[src/rtl/uart_flow_control_cfg.svh]
// constants for the per-channel flow-control block: offsets, fields, resets, codes
// assumes a 32-bit apb register window with one register per aligned word
`ifndef UART_FLOW_CONTROL_CFG_SVH
`define UART_FLOW_CONTROL_CFG_SVH

// register byte offsets
`define UFC_OFF_FEATURE     8'h00
`define UFC_OFF_FIFOCTRL    8'h04
`define UFC_OFF_FIFOEXT     8'h08
`define UFC_OFF_INTEN       8'h0c
`define UFC_OFF_UPPER       8'h10
`define UFC_OFF_LOWER       8'h14
`define UFC_OFF_MODEMCTRL   8'h18
`define UFC_OFF_RESUME1     8'h1c
`define UFC_OFF_RESUME2     8'h20
`define UFC_OFF_STOP1       8'h24
`define UFC_OFF_STOP2       8'h28
`define UFC_OFF_FLOWSTAT    8'h2c
`define UFC_OFF_INTSRC      8'h30
`define UFC_OFF_MODEMSTAT   8'h34
`define UFC_OFF_FILL        8'h38

// field positions
`define UFC_FEAT_AUTO_CTS   7
`define UFC_FEAT_AUTO_RTS   6
`define UFC_IEN_CTS         7
`define UFC_IEN_RTS         6
`define UFC_IEN_XOFF        5
`define UFC_FS_RTS          5
`define UFC_FS_TXOFF        4
`define UFC_FS_CTS          1
`define UFC_FS_RXOFF        0
`define UFC_MS_CTS          4

// reset values
`define UFC_RST_BYTE        8'h00
`define UFC_RST_UPPER       9'h03c
`define UFC_RST_LOWER       9'h000
`define UFC_RST_CHAR_ON     8'h11
`define UFC_RST_CHAR_OFF    8'h13

// 64-byte mode threshold table
`define UFC_UP_0            9'h008
`define UFC_UP_1            9'h010
`define UFC_UP_2            9'h038
`define UFC_UP_3            9'h03c
`define UFC_LO_0            9'h000
`define UFC_LO_1            9'h008
`define UFC_LO_2            9'h010
`define UFC_LO_3            9'h038

// interrupt source codes
`define UFC_SRC_NONE        6'h01
`define UFC_SRC_XOFF        6'h10
`define UFC_SRC_RTSCTS      6'h20

`endif

[src/rtl/uart_flow_control_pkg.sv]
// types shared by the flow-control block
// assumes the constants header is included by the design file
package uart_flow_control_pkg;

  // control character sender states
  typedef enum logic [1:0] {
    SEND_IDLE,
    SEND_FIRST,
    SEND_SECOND
  } send_state_type;

endpackage

[src/rtl/uart_flow_control.sv]
// per-channel uart flow control: auto rts/cts and xon/xoff characters
// assumes the uart datapath gives fill count, stop-bit and received-char pulses
// on this clock, and takes a tx permit plus a control-character request
//
// Chosen here: the address map and the APB interface to the registers.
`timescale 1ns/1ps
`include "uart_flow_control_cfg.svh"

module uart_flow_control #(
  parameter int CNT_W = 9                 // fill count width, 0..256
) (
  // clock and reset
  input  wire logic             clock,
  input  wire logic             rst,
  // apb slave
  input  wire logic             psel,
  input  wire logic             penable,
  input  wire logic             pwrite,
  input  wire logic [7:0]       paddr,
  input  wire logic [31:0]      pwdata,
  output logic      [31:0]      prdata,
  output logic                  pready,
  output logic                  pslverr,
  // receive datapath
  input  wire logic [CNT_W-1:0] rxFillCount,
  input  wire logic             rxStopBit,
  input  wire logic             rxCharValid,
  input  wire logic [7:0]       rxChar,
  // transmit datapath
  output logic                  txAllow,
  output logic                  txCtrlReq,
  output logic      [7:0]       txCtrlChar,
  input  wire logic             txCtrlAck,
  // pins and interrupt
  output logic                  requestToSendOutN,
  input  wire logic             clearToSendInN,
  output logic                  flowIrq
);

  ////////////////////////////////////////////////////////////////////////////
  // register storage
  logic [7:0]       featureCtrl_ff;        // feature_control_bits
  logic [7:0]       fifoCtrl_ff;           // fifo_control_bits
  logic [7:0]       fifoExt_ff;            // fifo_extension_bits
  logic [7:0]       intEnable_ff;          // interrupt_enable_bits
  logic [CNT_W-1:0] upperReg_ff;           // rx_upper_threshold in 256-mode
  logic [CNT_W-1:0] lowerReg_ff;           // rx_lower_threshold in 256-mode
  logic [7:0]       modemCtrl_ff;          // modem_control_bits, stored only
  logic [7:0]       resumeFirst_ff;        // resume_char_first
  logic [7:0]       resumeSecond_ff;       // resume_char_second
  logic [7:0]       stopFirst_ff;          // stop_char_first
  logic [7:0]       stopSecond_ff;         // stop_char_second
  logic [31:0]      prdata_ff;             // read data latched in setup phase

  // flow state
  logic             rtsHigh_ff;            // throttle asserted toward remote
  logic             ctsMeta_ff;            // synchroniser stage one
  logic             ctsSync_ff;            // synchronised cts level
  logic             ctsPrev_ff;            // for rising edge detect
  logic             rtsPend_ff;            // pending rts interrupt
  logic             ctsPend_ff;            // pending cts interrupt
  logic             xoffPend_ff;           // pending received-stop interrupt
  logic             txOff_ff;              // we sent a stop char
  logic             rxOff_ff;              // remote sent a stop char
  logic             sendStop_ff;           // kind of char being sent
  uart_flow_control_pkg::send_state_type sendState_ff;
  uart_flow_control_pkg::send_state_type nxt_sendState;

  ////////////////////////////////////////////////////////////////////////////
  // apb decode
  wire       setupPhase = psel & ~penable;
  wire       accessDone = psel & penable;  // zero wait: pready always high
  wire       wrDone     = accessDone & pwrite;
  wire       addrHit    = (paddr <= `UFC_OFF_FILL) && (paddr[1:0] == 2'b00);
  wire       wrFeature  = wrDone & (paddr == `UFC_OFF_FEATURE);
  wire       wrFifoCtrl = wrDone & (paddr == `UFC_OFF_FIFOCTRL);
  wire       wrFifoExt  = wrDone & (paddr == `UFC_OFF_FIFOEXT);
  wire       wrIntEn    = wrDone & (paddr == `UFC_OFF_INTEN);
  wire       wrUpper    = wrDone & (paddr == `UFC_OFF_UPPER);
  wire       wrLower    = wrDone & (paddr == `UFC_OFF_LOWER);
  wire       wrModem    = wrDone & (paddr == `UFC_OFF_MODEMCTRL);
  wire       wrRes1     = wrDone & (paddr == `UFC_OFF_RESUME1);
  wire       wrRes2     = wrDone & (paddr == `UFC_OFF_RESUME2);
  wire       wrStop1    = wrDone & (paddr == `UFC_OFF_STOP1);
  wire       wrStop2    = wrDone & (paddr == `UFC_OFF_STOP2);
  // read side effects happen once, at the completing edge
  wire       rdModemStat = accessDone & ~pwrite & (paddr == `UFC_OFF_MODEMSTAT);
  wire       rdIntSrc    = accessDone & ~pwrite & (paddr == `UFC_OFF_INTSRC);

  // zero wait states: every register answers from flops or a short mux
  assign pready  = 1'b1;
  assign pslverr = accessDone & ~addrHit;
  assign prdata  = prdata_ff;

  ////////////////////////////////////////////////////////////////////////////
  // configuration decode
  wire       autoRts   = featureCtrl_ff[`UFC_FEAT_AUTO_RTS];
  wire       autoCts   = featureCtrl_ff[`UFC_FEAT_AUTO_CTS];
  wire [1:0] txSel     = featureCtrl_ff[3:2];
  wire [1:0] rxSel     = featureCtrl_ff[1:0];
  wire       mode256   = fifoCtrl_ff[0] & fifoExt_ff[0];

  // 64-byte table lookups; software thresholds only in 256-mode
  wire [CNT_W-1:0] upTable = (fifoCtrl_ff[7:6] == 2'b00) ? `UFC_UP_0 :
                             (fifoCtrl_ff[7:6] == 2'b01) ? `UFC_UP_1 :
                             (fifoCtrl_ff[7:6] == 2'b10) ? `UFC_UP_2 : `UFC_UP_3;
  wire [CNT_W-1:0] loTable = (fifoCtrl_ff[5:4] == 2'b00) ? `UFC_LO_0 :
                             (fifoCtrl_ff[5:4] == 2'b01) ? `UFC_LO_1 :
                             (fifoCtrl_ff[5:4] == 2'b10) ? `UFC_LO_2 : `UFC_LO_3;
  // no check of upper > lower: software owns that ordering
  wire [CNT_W-1:0] upperThr = mode256 ? upperReg_ff : upTable;
  wire [CNT_W-1:0] lowerThr = mode256 ? lowerReg_ff : loTable;
  wire       overUpper = rxFillCount > upperThr;
  wire       atLower   = rxFillCount == lowerThr;

  ////////////////////////////////////////////////////////////////////////////
  // receive character matching; equal on and off characters count as resume
  wire stopMatch   = (rxSel[1] & (rxChar == stopFirst_ff)) |
                     (rxSel[0] & (rxChar == stopSecond_ff));
  wire resumeMatch = (rxSel[1] & (rxChar == resumeFirst_ff)) |
                     (rxSel[0] & (rxChar == resumeSecond_ff));
  wire gotStop     = rxCharValid & stopMatch & ~resumeMatch;
  wire gotResume   = rxCharValid & resumeMatch;

  // events feeding the interrupt flags
  wire rtsRise  = autoRts & ~rtsHigh_ff & overUpper & rxStopBit;
  wire ctsRise  = autoCts & ctsSync_ff & ~ctsPrev_ff;
  wire rtsEvent = rtsRise & intEnable_ff[`UFC_IEN_RTS];
  wire ctsEvent = ctsRise & intEnable_ff[`UFC_IEN_CTS];
  wire xoffEvent = gotStop & intEnable_ff[`UFC_IEN_XOFF];

  ////////////////////////////////////////////////////////////////////////////
  // outputs toward pins and datapath
  assign requestToSendOutN = rtsHigh_ff;
  // gating only stops the next character; the shifter finishes its current one
  assign txAllow  = ~(autoCts & ctsSync_ff) & ~rxOff_ff;
  assign flowIrq  = rtsPend_ff | ctsPend_ff | xoffPend_ff;
  assign txCtrlReq = sendState_ff != uart_flow_control_pkg::SEND_IDLE;
  assign txCtrlChar =
    (sendState_ff == uart_flow_control_pkg::SEND_FIRST) ?
      (sendStop_ff ? stopFirst_ff : resumeFirst_ff) :
      (sendStop_ff ? stopSecond_ff : resumeSecond_ff);

  // status views
  wire [7:0] flowStatus = {2'b00, autoRts & rtsHigh_ff, txOff_ff,
                           2'b00, autoCts & ctsSync_ff, rxOff_ff};
  wire [5:0] intSource  = (rtsPend_ff | ctsPend_ff) ? `UFC_SRC_RTSCTS :
                          xoffPend_ff ? `UFC_SRC_XOFF : `UFC_SRC_NONE;
  wire [7:0] modemStatus = {3'b000, ~ctsSync_ff, 4'h0};

  // read mux, sampled in the setup phase
  wire [7:0] rdByte =
    (paddr == `UFC_OFF_FEATURE)   ? featureCtrl_ff  :
    (paddr == `UFC_OFF_FIFOCTRL)  ? fifoCtrl_ff     :
    (paddr == `UFC_OFF_FIFOEXT)   ? fifoExt_ff      :
    (paddr == `UFC_OFF_INTEN)     ? intEnable_ff    :
    (paddr == `UFC_OFF_MODEMCTRL) ? modemCtrl_ff    :
    (paddr == `UFC_OFF_RESUME1)   ? resumeFirst_ff  :
    (paddr == `UFC_OFF_RESUME2)   ? resumeSecond_ff :
    (paddr == `UFC_OFF_STOP1)     ? stopFirst_ff    :
    (paddr == `UFC_OFF_STOP2)     ? stopSecond_ff   :
    (paddr == `UFC_OFF_FLOWSTAT)  ? flowStatus      :
    (paddr == `UFC_OFF_INTSRC)    ? {2'b00, intSource} :
    (paddr == `UFC_OFF_MODEMSTAT) ? modemStatus     : `UFC_RST_BYTE;
  wire [CNT_W-1:0] rdCount =
    (paddr == `UFC_OFF_UPPER) ? upperThr :
    (paddr == `UFC_OFF_LOWER) ? lowerThr :
    (paddr == `UFC_OFF_FILL)  ? rxFillCount : '0;
  wire [31:0] rdWord = {{(32-CNT_W){1'b0}}, rdCount} | {24'h000000, rdByte};

  ////////////////////////////////////////////////////////////////////////////
  // control byte registers; thresholds take writes only in 256-mode
  always_ff @(posedge clock or posedge rst) begin
    if (rst) begin
      featureCtrl_ff  <= `UFC_RST_BYTE;
      fifoCtrl_ff     <= `UFC_RST_BYTE;
      fifoExt_ff      <= `UFC_RST_BYTE;
      intEnable_ff    <= `UFC_RST_BYTE;
      modemCtrl_ff    <= `UFC_RST_BYTE;
    end else begin
      if (wrFeature)  featureCtrl_ff <= pwdata[7:0];
      if (wrFifoCtrl) fifoCtrl_ff    <= pwdata[7:0];
      if (wrFifoExt)  fifoExt_ff     <= pwdata[7:0];
      if (wrIntEn)    intEnable_ff   <= pwdata[7:0];
      if (wrModem)    modemCtrl_ff   <= pwdata[7:0];
    end
  end

  // thresholds and flow characters
  always_ff @(posedge clock or posedge rst) begin
    if (rst) begin
      upperReg_ff     <= `UFC_RST_UPPER;
      lowerReg_ff     <= `UFC_RST_LOWER;
      resumeFirst_ff  <= `UFC_RST_CHAR_ON;
      resumeSecond_ff <= `UFC_RST_CHAR_ON;
      stopFirst_ff    <= `UFC_RST_CHAR_OFF;
      stopSecond_ff   <= `UFC_RST_CHAR_OFF;
    end else begin
      if (wrUpper & mode256) upperReg_ff <= pwdata[CNT_W-1:0];
      if (wrLower & mode256) lowerReg_ff <= pwdata[CNT_W-1:0];
      if (wrRes1)  resumeFirst_ff  <= pwdata[7:0];
      if (wrRes2)  resumeSecond_ff <= pwdata[7:0];
      if (wrStop1) stopFirst_ff    <= pwdata[7:0];
      if (wrStop2) stopSecond_ff   <= pwdata[7:0];
    end
  end

  // read data capture
  always_ff @(posedge clock or posedge rst) begin
    if (rst) prdata_ff <= 32'h00000000;
    else if (setupPhase & ~pwrite) prdata_ff <= rdWord;
  end

  ////////////////////////////////////////////////////////////////////////////
  // cts synchroniser; stage one is read only by stage two
  always_ff @(posedge clock or posedge rst) begin
    if (rst) begin
      ctsMeta_ff <= 1'b0;
      ctsSync_ff <= 1'b0;
      ctsPrev_ff <= 1'b0;
    end else begin
      ctsMeta_ff <= clearToSendInN;
      ctsSync_ff <= ctsMeta_ff;
      ctsPrev_ff <= ctsSync_ff;
    end
  end

  // rts hysteresis: set on stop bit above upper, clear when fill meets lower
  always_ff @(posedge clock or posedge rst) begin
    if (rst) rtsHigh_ff <= 1'b0;
    else if (!autoRts) rtsHigh_ff <= 1'b0;
    else if (rtsRise) rtsHigh_ff <= 1'b1;
    else if (rtsHigh_ff && atLower) rtsHigh_ff <= 1'b0;
  end

  // interrupt flags; a new event beats the clearing read
  always_ff @(posedge clock or posedge rst) begin
    if (rst) begin
      rtsPend_ff  <= 1'b0;
      ctsPend_ff  <= 1'b0;
      xoffPend_ff <= 1'b0;
    end else begin
      rtsPend_ff  <= rtsEvent | (rtsPend_ff & ~rdModemStat);
      ctsPend_ff  <= ctsEvent | (ctsPend_ff & ~rdModemStat);
      xoffPend_ff <= xoffEvent | (xoffPend_ff & ~rdIntSrc & ~gotResume);
    end
  end

  // remote stop/resume state from received characters
  // clearing the selection releases tx, so a lost resume cannot stall it
  always_ff @(posedge clock or posedge rst) begin
    if (rst) rxOff_ff <= 1'b0;
    else if (rxSel == 2'b00) rxOff_ff <= 1'b0;
    else if (gotResume) rxOff_ff <= 1'b0;
    else if (gotStop) rxOff_ff <= 1'b1;
  end

  ////////////////////////////////////////////////////////////////////////////
  // control character sender
  wire startStop   = (txSel != 2'b00) & ~txOff_ff & overUpper;
  wire startResume = (txSel != 2'b00) & txOff_ff & (rxFillCount <= lowerThr);
  wire idle        = sendState_ff == uart_flow_control_pkg::SEND_IDLE;

  always_comb begin
    nxt_sendState = sendState_ff;
    case (sendState_ff)
      uart_flow_control_pkg::SEND_IDLE: begin
        if (startStop | startResume) begin
          nxt_sendState = txSel[1] ? uart_flow_control_pkg::SEND_FIRST
                                   : uart_flow_control_pkg::SEND_SECOND;
        end
      end
      uart_flow_control_pkg::SEND_FIRST: begin
        if (txCtrlAck) begin
          nxt_sendState = txSel[0] ? uart_flow_control_pkg::SEND_SECOND
                                   : uart_flow_control_pkg::SEND_IDLE;
        end
      end
      uart_flow_control_pkg::SEND_SECOND: begin
        if (txCtrlAck) nxt_sendState = uart_flow_control_pkg::SEND_IDLE;
      end
      default: nxt_sendState = uart_flow_control_pkg::SEND_IDLE;
    endcase
  end

  // sender registers; the tx and rx selections never touch each other
  always_ff @(posedge clock or posedge rst) begin
    if (rst) begin
      sendState_ff <= uart_flow_control_pkg::SEND_IDLE;
      txOff_ff     <= 1'b0;
      sendStop_ff  <= 1'b0;
    end else begin
      sendState_ff <= nxt_sendState;
      if (txSel == 2'b00) txOff_ff <= 1'b0;
      else if (idle && startStop) begin
        txOff_ff    <= 1'b1;
        sendStop_ff <= 1'b1;
      end else if (idle && startResume) begin
        txOff_ff    <= 1'b0;
        sendStop_ff <= 1'b0;
      end
    end
  end
endmodule

[config.mk]
export PLATFORM = sky130hd
export DESIGN_NAME = uart_flow_control
export DESIGN_NICKNAME = d
export VERILOG_FILES = /design/src/rtl/uart_flow_control_pkg.sv /design/src/rtl/uart_flow_control.sv
export VERILOG_INCLUDE_DIRS = /design/src /design/src/rtl
export SDC_FILE = /design/constraint.sdc
export NUM_CORES = 1
export LEC_CHECK = 0
export BUFFER_PORTS_ARGS = -buffer_cell sky130_fd_sc_hd__buf_4
export CAP_MARGIN = 20
export CORE_ASPECT_RATIO = 1.5
export CORE_MARGIN = 3
export CORE_UTILIZATION = 40
export CTS_CLUSTER_SIZE = 25
export DETAILED_ROUTE_END_ITERATION = 10
export GPL_TIMING_DRIVEN = 0
export PLACE_DENSITY = 0.74
export SYNTH_ARGS = -nofsm -noshare
export SYNTH_HDL_FRONTEND = slang
export SYNTH_SLANG_ARGS = --single-unit
[constraint.sdc]
create_clock -name clock -period 3.85 [get_ports clock]
set_input_delay 0.9625 -clock clock [delete_from_list [all_inputs] [get_ports clock]]
set_output_delay 0.9625 -clock clock [all_outputs]
set_load 0.005 [all_outputs]
# Word level (Yosys, flattened, before mapping)
# Index checks and enable logic that the tools add are counted.
# W data, S select, Z words.
# totals
register_bits	134
out_inout_bits	46
wordCells	186
# classes
magnitude_cmp	3
n_eq_ne	29
muxes	43
n_bitwise	70
reduce_logical	18
# op_table
op	count
$mux W8	12
$eq A8 B6 Y1 const B	7
$mux W6	8
$and A1 B1 Y1	47
$mux W9	5
$eq A8 B5 Y1 const B	4
$eq A8 B8 Y1	4
$eq A8 B4 Y1 const B	2
$not A1 Y1	14
$logic_not A2 Y1	6
$mux W2	5
$mux W5	2
$eq A9 B9 Y1	1
$gt A9 B9 Y1	1
$le A9 B9 Y1	1
$mux W1	9
$or A9 B8 Y9	1
$eq A8 B3 Y1 const B	1
$le A8 B6 Y1 const B	1
$logic_not A8 Y1	1
$or A1 B1 Y1	8
$eq A2 B1 Y1 const B	3
$eq A2 B2 Y1 const B	3
$pmux W2 S3	1
other kinds (9)	16

# Depth between registers and ports, before layout
# Gate-level depths: netlist (run 1).
# logic_depth
depth_word	14
ltp_mapped	11

# Worst setup path after synthesis (run 1)
# Ideal clock, no wire load.
# synth_timing
kind	input-to-output
start	input paddr[3]
end	output pslverr
arrival_time_ns	2.017
t_required_ns	2.888
setup_slack_ns	0.871
stages	5
n_path_buf	3
cell_sequence	buf_2 > clkbuf_1 > clkbuf_1 > nand4_1 > a21oi_1
# synth_via
elab_chain_len	4
# synth_lines
item	line	source
from (decl)	uart_flow_control.sv:19	input wire logic [7:0] paddr,
$le A8 B6 Y1 (no source line)	--	
$logic_and A1 B1 Y1	uart_flow_control.sv:74	wire addrHit = (paddr <= `UFC_OFF_FILL) && (paddr[1:0] == 2'b00);
$not A1 Y1	uart_flow_control.sv:92	assign pslverr = accessDone & ~addrHit;
$and A1 B1 Y1	uart_flow_control.sv:92	
to (decl)	uart_flow_control.sv:23	output logic pslverr,
# Every way passes these cells.

# Worst setup path in the final report (run 1)
# layout_timing
start	input paddr[2]
end	output pslverr
# The elaborated chain is that of the path after synthesis.

==> reports/metrics.csv, run 1 <==
stage;metric;value;unit
run_status;outcome;finished, final reports clean;
final_layout;most common cell after layout, fill and taps aside;dfrtp_1;
synth;synthesis warning total;0;
clock_tree;postcts setup bufs;0;
critical_path;CP Capture Type;output pin;
final_layout;commonest cells after routing, fill and taps aside;dfrtp_1 (97), buf_4 (85), mux2_2 (83);
critical_path;Crit Path Category;input pin to output pin;
synth;fraction of registers with async set or reset after synthesis;100;%
critical_path;worst path arrival time;2770;ps
detailed_routing;initial drt markers;461;
detailed_routing;Post-DRT Antenna Nets;0;
timing;RSZ-0062 raised after global routing;no;
synth;Top FF cell, synth;dfrtp_1;
detailed_routing;total wire length;21.4;mm
final_layout;final-layout fill cell count;1541;
timing;fin crit period;3730;ps
critical_path;Crit Path Max Fanout;10;
placement;dpl hpwl;16.1;mm
synth;top cell type's share of synthesized area;35.8;%
synth;synthesized area;0.00677;mm²
clock_tree;post-cts sizing count;0;
clock_tree;CTS tree;yes;
synth;Area contributors post-synth;dfrtp_1 (36%), mux2_2 (14%), dfstp_2 (5.4%), ha_1 (3.3%), mux4_2 (3.3%);
power;P_leak;0.00363;µW
clock_tree;H-tree lvl count;3;
timing;max_slew headroom;28.4;%
detailed_routing;drt wl/cell;22.7;µm
timing;setup_tns;0;ps
die;Starting Density;41.3;%
grt;Total GRT Usage;23.1;%
detailed_routing;Pre-Repair DR Iteration Count;5;
die;die width;112;µm
detailed_routing;vias per cell;5.97;
die;die height;165;µm
final_layout;Area growth syn-to-layout;16.5;%
final_layout;Register Area;0.00280;mm²
min_path;HP Class;flip-flop to flip-flop;
detailed_routing;vias;5620;
clock_tree;Hold-fix buffers, CTS;0;
clock_tree;Worst-path clk slew;70;ps
timing;Max Freq;0.268;GHz
clock_tree;CTS Buffer Depth;2;
die;Die Area;0.0186;mm²
placement;routability cong.;0.941;
timing;Slew Viols, Final;0;
final_layout;layout cell share with drive strength beyond 1;32.0;%
synth;Avg Cell Area, Syn;10.7;µm²
synth;Post-synth EDFFs;0;
synth;Netlist cell types;65;
power;maximum vdd drop;178;µV
synth;cell accounting for the most synthesized area;dfrtp_1;
synth;register area share after synthesis;41.3;%
power;Power Density;312;mW/mm²
grt;vias in the first global route;5669;
timing;Worst Skew;7.56;ps
placement;number of port buffers;59;
timing;Final setup viols;0;
final_layout;multi-input logic area;0.00367;mm²
clock_tree;total CTS buffers;9;
flow_run;max cap viols;0;
final_layout;fin nets;814;
power;Total Power;2460;µW
critical_path;Worst Setup Start Kind;input pin;
grt;initial antenna violation count;0;
final_layout;antenna fix cells;0;
timing;Worst-Margin Slew;1070;ps
die;Core Region;0.0164;mm²
timing;Final Hold Vio Count;0;
detailed_routing;DRC Markers;0;
grt;largest net degree at the start of global routing;39;
grt;first-pass GRT wire length;32.7;mm
synth;Synth Instances;635;
grt;grt ovf;0;
clock_tree;clk_lat worst skew;360;ps
synth;Seq cells post-synth;111;
die;num rows;57;
clock_tree;Root Buffer;clkbuf_16;
die;IO Count;112;
timing;final period utilization;96.9;%
clock_tree;clk sinks;111;
critical_path;worst path required time;2890;ps
==> area by class of cell <==
class                           instances  area share (%)
Tap cell                              206            3.27
Timing Repair Buffer                   62            6.38
Clock buffer                           11            2.95
Sequential cell                       111            35.4
Clock inverter                          5           0.444
Inverter                               14           0.714
Multi-Input combinational cell        474            46.6
Buffer                                 58            4.22
==> logic make-up after synthesis <==
kind of cell | count (synthesis) | synth area share (%)
multiplexers | 114 | 20.8
buffers and inverters | 72 | 5.69
adder cells (fa/ha/maj) | 18 | 3.33
other | 2 | 0.111
flip-flops | 111 | 41.3
AO/OA/AOI/OAI | 120 | 11.8
AND/OR/NAND/NOR | 166 | 12.8
XOR/XNOR | 32 | 4.14
==> path summary, 6_finish.rpt <==
kind	cells past startpoint	endpoint	slack (ps)	start
max in group asynchronous	4	stopFirst_ff[4]	2400	rst
setup reg to reg	9	rtsPend_ff	470	fifoCtrl_ff[0]
min in group asynchronous	2	fifoCtrl_ff[5]	620	rst
hold / removal	0	ctsSync_ff	360	ctsMeta_ff
hold reg to reg	0	ctsSync_ff	360	ctsMeta_ff
setup / recovery	6	pslverr	120	paddr[2]
==> synth_stat cells (all sizes together) (4+ instances only) <==
cell and instances:
a211oi 4, o221ai 4, nand3 16, or3 6, mux4 10, and2 4, a221oi 9, xor2 25
nor4 8, nor3 12, o211ai 4, nand4 6, nand2 49, and3 4, a21oi 33, xnor2 7
mux2 91, o21ai 25, nor2 40, mux2i 13, dfrtp 97, dfstp 14, o32a 4, clkbuf 21
buf 37, nor2b 5, a31oi 7, ha 18, inv 14
==> metrics by stage <==
stage                     worst slack (ps)  util [%]  std cells  hold WS [ps]  area, µm²
final                                  119      48.1        941           364       7890
after floorplan                        871         -        657           331       6860
after global placement                 208      46.1        922           334       7560
after global routing                  87.9      48.1        941           388       7890
after detailed placement               236      46.4        925           347       7620
after CTS                              216      48.1        941           368       7890
==> power breakdown <==
group / internal (µW) / leakage, µW / switching, µW
Clock: 439 / 0.000118 / 443
Sequential: 1200 / 0.00146 / 27.5
Combinational: 151 / 0.00205 / 201
Total: 1790 / 0.00363 / 672
==> critical path: stages <==
cell	delay (ps)
buf_2	200
clkbuf_1	520
buf_1	560
nand4_1	160
a21oi_1	220
buf_4	140
==> routing by layer <==
metal | share of wire (%) | global-route usage [%] | vias to the layer above
met5 | 0 | 0 | -
met4 | 5.2 | 12.1 | 0
met3 | 6.9 | 3.32 | 75
met2 | 51 | 41.8 | 316
met1 | 37 | 26.4 | 2747
li1 | - | - | 2482
(Power assumes the default switching activity.)
==> run 2, diff against run 1 <==
- ABC_AREA: default -> 1
==> run 2 against run 1 <==
Net effect: via count is 13% higher; clock-buffer cell count is 2 lower; cell count increased by 24%; sequential power is essentially flat; clock power up 6.9%; die area fell by 2.1%; core utilization is 0.10 points higher; flip-flop and latch count stayed put; routed wire length decreased by 2.6%; total power increased by 5.3%; global-route usage about the same; critical path type is now flip-flop to output pin; largest power group unchanged.
==> reports/metrics.csv, run 2 <==
stage;metric;value;unit;change
power;Power Density;332;mW/mm²;+6.4%
grt;first-pass GRT wire length;32.7;mm;-0.17%
final_layout;antenna fix cells;0;;unchanged
timing;Worst-Margin Slew;733;ps;-338 ps
synth;Area contributors post-synth;dfrtp_1 (37%), nand2_1 (12%), o21ai_0 (8.2%), dfstp_2 (5.6%), inv_1 (4.2%);;
critical_path;CP Capture Type;output pin;;
synth;synthesized area;0.00662;mm²;-2.2%
clock_tree;Hold-fix buffers, CTS;0;;unchanged
clock_tree;clk_lat worst skew;360;ps;about the same
die;Core Region;0.0162;mm²;-1.3%
power;Clock power frac;36.4;%;+0.6 points
clock_tree;post-cts sizing count;0;;unchanged
final_layout;Register Area;0.00280;mm²;unchanged
timing;final period utilization;83.9;%;-13 points
grt;vias in the first global route;6005;;+5.9%
timing;Slew Viols, Final;0;;unchanged
clock_tree;Root Buffer;clkbuf_16;;
power;Gate power share;15.6;%;+1.3 points
min_path;WHS Endpoint;ctsSync_ff;;
timing;max_slew headroom;51.1;%;+23 points
clock_tree;postcts setup bufs;0;;unchanged
power;switching share of power;29.4;%;+2.1 points
synth;fraction of registers with async set or reset after synthesis;100;%;unchanged
final_layout;final-layout fill cell count;1627;;+5.6%
placement;DP Area;0.00750;mm²;-1.5%
timing;Max Freq;0.310;GHz;+16%
final_layout;commonest cells after routing, fill and taps aside;nand2_1 (217), o21ai_0 (109), dfrtp_1 (97);;
synth;most instantiated cells after synthesis;nand2_1 (217), o21ai_0 (109), dfrtp_1 (97), inv_1 (74), nor2_1 (56);;
synth;Seq cells post-synth;111;;unchanged
synth;synthesis warning total;0;;unchanged
synth;Avg Cell Area, Syn;7.74;µm²;-27%
run_status;outcome;finished, final reports clean;;
detailed_routing;vias per cell;5.43;;-9.0%
grt;largest net degree at the start of global routing;44;;+13%
synth;Post-synth EDFFs;0;;unchanged
clock_tree;H-tree lvl count;3;;unchanged
timing;Final setup viols;0;;unchanged
grt;grt ovf;0;;unchanged
critical_path;Reg2Reg Setup Slack;1170;ps;+700 ps
detailed_routing;vias;6330;;+13%
min_path;hold_sp;ctsMeta_ff;;
timing;Final Hold Vio Count;0;;unchanged
die;Die Area;0.0182;mm²;-2.1%
critical_path;Reg2Reg Depth;12;;+3
timing;RSZ-0062 raised after global routing;no;;
flow_run;max cap viols;0;;unchanged
detailed_routing;Post-DRT Antenna Nets;0;;unchanged
power;net switching power;761;µW;+13%
critical_path;worst path required time;2890;ps;about the same
power;sequential power share;48.0;%;-1.9 points
timing;setup slack after layout;621;ps;+502 ps
final_layout;Util after Layout;48.2;%;+0.10 points
detailed_routing;DRC Markers;0;;unchanged
detailed_routing;Pre-Repair DR Iteration Count;7;;+2
critical_path;Crit Path Max Fanout;10;;unchanged
min_path;HP Class;flip-flop to flip-flop;;
final_layout;most common cell after layout, fill and taps aside;nand2_1;;
final_layout;layout cell share with drive strength beyond 1;18.8;%;-13 points
critical_path;Crit Path Category;flip-flop to output pin;;
timing;setup_tns;0;ps;unchanged
grt;initial antenna violation count;0;;unchanged
placement;dpl hpwl;16.1;mm;+0.37%
min_path;worst hold path cell count;0;;unchanged
clock_tree;CTS Buffer Depth;2;;unchanged
synth;top cell type's share of synthesized area;36.6;%;+0.80 points
placement;pre-CTS setup slack;978;ps;+742 ps
die;die height;164;µm;-1.1%
critical_path;reg-to-reg endpoint;sendStop_ff;;
clock_tree;Worst-path clk slew;80;ps;about the same
grt;Total GRT Usage;23.1;%;+0.040 points
clock_tree;CTS tree;yes;;
timing;hold_ws;358;ps;-6.62 ps
clock_tree;total CTS buffers;9;;unchanged
power;P_leak;0.00355;µW;-2.2%
detailed_routing;drt wl/cell;17.9;µm;-21%
critical_path;worst path arrival time;2270;ps;-500 ps
synth;Netlist cell types;43;;-34%
placement;number of port buffers;62;;+5.1%
final_layout;fin nets;1038;;+28%
detailed_routing;total wire length;20.8;mm;-2.6%
critical_path;Reg-to-Reg Start;fifoExt_ff[0];;
power;maximum vdd drop;217;µV;+22%
clock_tree;clk sinks;111;;unchanged
detailed_routing;initial drt markers;575;;+25%
final_layout;fin area;0.00780;mm²;-1.1%
synth;cell accounting for the most synthesized area;dfrtp_1;;
synth;Top FF cell, synth;dfrtp_1;;
final_layout;Area growth syn-to-layout;17.8;%;
power;internal power;1830;µW;+2.2%
synth;most frequent cell after synthesis;nand2_1;;
die;IO Count;112;;unchanged
critical_path;Worst Setup Start Kind;flip-flop;;
die;num rows;57;;unchanged
timing;Worst Skew;13.5;ps;+5.94 ps
synth;Synth Instances;856;;+35%
synth;register area share after synthesis;42.2;%;+0.92 points
die;die width;111;µm;-1.0%
die;Starting Density;40.9;%;-0.37 points
final_layout;multi-input logic area;0.00327;mm²;-11%
placement;routability cong.;0.982;;+4.4%
timing;fin crit period;3230;ps;-502 ps
## run 2: changes by cell type after synthesis, sizes merged, moves of 8 or more
cell    before  now
nand2       49  229
o21ai       25  130
mux2        91    0
inv         14   87
nor2        40   71
nand4        6   21
nand3       16   29
xor2        25   12
mux2i       13    1
mux4        10    0
o22ai        3   13
a221oi       9    0
a21oi       33   41
## run 2: critical path: stages (launching register included)
cell and delay [ps]:
dfrtp_1 420, nor2_1 440, clkbuf_1 440, o21ai_0 170, o22ai_1 270, buf_4 170
## run 2: layout make-up
cell class	count	share of cell area [%]
Multi-Input combinational cell	629	42.0
Sequential cell	111	35.8
Timing Repair Buffer	65	6.83
Inverter	88	4.28
Buffer	50	3.95
Tap cell	206	3.30
Clock buffer	9	2.89
Clock inverter	7	0.946
## run 2: worst max path at each step
stage | start | to | slack, ps | cells past startpoint
CTS | sendState_ff[1] | txCtrlChar[5] | 660 | 5
global route | sendState_ff[0] | txCtrlChar[5] | 530 | 6
floorplan | paddr[1] | pslverr | 1450 | 4
finish | sendState_ff[1] | txCtrlChar[5] | 620 | 5
detailed placement | paddr[1] | pslverr | 980 | 6
global placement | rst | sendState_ff[0] | 810 | 2
## run 2: per-stage QoR
step                cells  power, µW
global route         1165       2690
global placement     1146       1650
floorplan             878       1480
CTS                  1165       2590
finish               1165       2590
detailed placement   1149       1670
## run 2: per-layer routing
metal | global-route usage, % | vias up | part of all wire [%]
li1 | - | 2989 | -
met1 | 26.1 | 3006 | 37
met2 | 41.9 | 269 | 52
met3 | 3.15 | 66 | 5.5
met4 | 13.2 | 0 | 5.9
met5 | 0 | - | 0
## run 2: cells by family after synthesis
group | Yosys count | share of synthesized area (%)
buffers and inverters | 138 | 9.63
multiplexers | 1 | 0.151
flip-flops | 111 | 42.2
other | 2 | 0.113
XOR/XNOR | 17 | 2.25
adder cells (fa/ha/maj) | 18 | 3.40
AO/OA/AOI/OAI | 204 | 16.5
AND/OR/NAND/NOR | 365 | 25.8
## run 2: power by group through the flow
stage	clock network [µW]	logic [µW]	registers (µW)
floorplan	0	226	1250
global placement	0	389	1260
detailed placement	0	403	1260
CTS	947	405	1240
global route	999	449	1250
finish	943	404	1240
==> run 3, diff against run 2 <==
- clock period: 3.85 -> 2.9 ns (I/O delays scaled with it)
==> run 3 against run 2 <==
Net effect: global-route usage stayed put; clock-buffer cell count stayed put; flip-flop and latch count stayed put; via count is 0.62% lower; setup slack worse by 410 ps; first-iteration DRC count is 3.0% higher; clock skew hardly changed; cell count stayed put; clock power is 34% higher; critical endpoint unchanged.
==> reports/metrics.csv, run 3 (same netlist as run 2, synthesis figures left out) <==
stage;metric;value;unit;change
run_status;outcome;finished, final reports clean;;
timing;RSZ-0062 raised after global routing;no;;
clock_tree;postcts setup bufs;0;;unchanged
timing;setup_tns;0;ps;unchanged
power;internal power;2430;µW;+33%
critical_path;worst path arrival time;1970;ps;-300 ps
critical_path;CP Capture Type;output pin;;
detailed_routing;DRC Markers;0;;unchanged
critical_path;worst path required time;2170;ps;-720 ps
timing;Max Freq;0.371;GHz;
grt;met1 GRT Util;26.1;%;unchanged
placement;dpl hpwl;16.1;mm;unchanged
timing;Final setup viols;0;;unchanged
detailed_routing;vias per cell;5.40;;-0.62%
power;P_leak;0.00355;µW;about the same
power;net switching power;1020;µW;+34%
grt;grt met3 use;3.15;%;unchanged
timing;Worst-Margin Slew;732;ps;-1.34 ps
grt;gr busiest metal;met2;;
detailed_routing;vias;6291;;-0.62%
power;Gate power share;15.6;%;about the same
critical_path;Crit Path Max Fanout;10;;unchanged
grt;Total GRT Usage;23.1;%;unchanged
final_layout;most common cell after layout, fill and taps aside;nand2_1;;
clock_tree;CTS Buffer Depth;2;;unchanged
timing;setup slack after layout;207;ps;-414 ps
die;Die Area;0.0182;mm²;unchanged
clock_tree;total CTS buffers;9;;unchanged
grt;grt ovf;0;;unchanged
clock_tree;Root Buffer;clkbuf_16;;
grt;first-pass GRT wire length;32.7;mm;unchanged
clock_tree;clk sinks;111;;unchanged
final_layout;commonest cells after routing, fill and taps aside;nand2_1 (217), o21ai_0 (109), dfrtp_1 (97);;
final_layout;antenna fix cells;0;;unchanged
placement;pre-CTS setup slack;301;ps;-676 ps
clock_tree;CTS tree;yes;;
final_layout;fin nets;1038;;unchanged
grt;initial antenna violation count;0;;unchanged
final_layout;fin area;0.00780;mm²;about the same
die;die height;164;µm;unchanged
timing;Slew Viols, Final;0;;unchanged
detailed_routing;total wire length;20.9;mm;+0.19%
power;sequential power share;47.9;%;about the same
detailed_routing;initial drt markers;592;;+3.0%
clock_tree;Worst-path clk slew;80;ps;about the same
power;Clock power frac;36.5;%;about the same
critical_path;Worst Setup Start Kind;flip-flop;;
timing;Worst Skew;13.7;ps;+0.184 ps
clock_tree;H-tree lvl count;3;;unchanged
detailed_routing;Post-DRT Antenna Nets;0;;unchanged
detailed_routing;Pre-Repair DR Iteration Count;7;;unchanged
timing;max_slew headroom;51.2;%;+0.089 points
clock_tree;clk_lat worst skew;360;ps;about the same
critical_path;Crit Path Category;flip-flop to output pin;;
placement;routability cong.;0.982;;unchanged
die;num rows;57;;unchanged
grt;largest net degree at the start of global routing;44;;unchanged
die;Starting Density;40.9;%;unchanged
flow_run;max cap viols;0;;unchanged
final_layout;Util after Layout;48.2;%;about the same
power;Power Density;442;mW/mm²;+33%
final_layout;Area growth syn-to-layout;17.8;%;about the same
die;Core Region;0.0162;mm²;unchanged
timing;Final Hold Vio Count;0;;unchanged
grt;grt met2 use;41.9;%;unchanged
min_path;HP Class;flip-flop to flip-flop;;
placement;DP Area;0.00750;mm²;unchanged
die;IO Count;112;;unchanged
grt;vias in the first global route;6005;;unchanged
power;maximum vdd drop;290;µV;+34%
final_layout;layout cell share with drive strength beyond 1;19.0;%;+0.21 points
timing;fin crit period;2690;ps;
timing;hold_ws;359;ps;+1.77 ps
power;switching share of power;29.5;%;+0.15 points
detailed_routing;drt wl/cell;17.9;µm;+0.19%
placement;number of port buffers;62;;unchanged
timing;final period utilization;92.9;%;
die;die width;111;µm;unchanged
run 3: cell counts in the layout (fill, tap and decap cells not counted):
Identical to the previous run, type by type.
run 3: final timing paths:
kind | start | to | slack [ps] | depth (start not counted)
max in group asynchronous | rst | upperReg_ff[5] | 1700 | 4
min in group asynchronous | rst | fifoExt_ff[2] | 430 | 2
worst max register to register | fifoExt_ff[0] | sendStop_ff | 230 | 12
worst min-delay path | ctsMeta_ff | ctsSync_ff | 360 | 0
worst max-delay path | sendState_ff[1] | txCtrlChar[5] | 210 | 5
worst min register to register | ctsMeta_ff | ctsSync_ff | 360 | 0
run 3: worst max-delay path, cell delays in order, from the launching register on:
cell and delay (ps):
dfrtp_1 430, nor2_2 320, clkbuf_2 320, o21ai_0 130
o22ai_1 250, buf_4 160
run 3: repair_timing:
item | in CTS | in global routing
endpoints found under the setup margin | 1 | 1
hold buffers | 0 | 0
cloned | 0 | 0
gates resized for setup | 1 | 1
run 3: final cells by class:
cell class	count	area [µm²]
buffer	50	309
clock buffer	9	225
clock inverter	7	73.8
fill	1629	8390
inverter	88	334
multi-input combinational	629	3280
sequential	111	2800
tap	206	258
timing repair buffer	65	533
run 3: routing by layer:
layer  routed length, µm  share of wire, %  vias to the layer above
li1                    -                 -                     2987
met4                1190               5.7                        0
met1                7830                38                     3000
met3                1050               5.1                       63
met2               10800                52                      241
met5                   0                 0                        -
run 3: power by group through the flow:
stage	combinational [µW]	sequential, µW	clock (µW)
final	537	1650	1260
after detailed placement	535	1680	0
after global placement	517	1680	0
after floorplan	300	1660	0
after CTS	537	1650	1260
after global routing	596	1660	1330
run 3: per-stage QoR:
stage               total power (µW)  cells
finish                          3450   1165
global route                    3580   1165
floorplan                       1960    878
global placement                2200   1146
detailed placement              2210   1149
CTS                             3440   1165
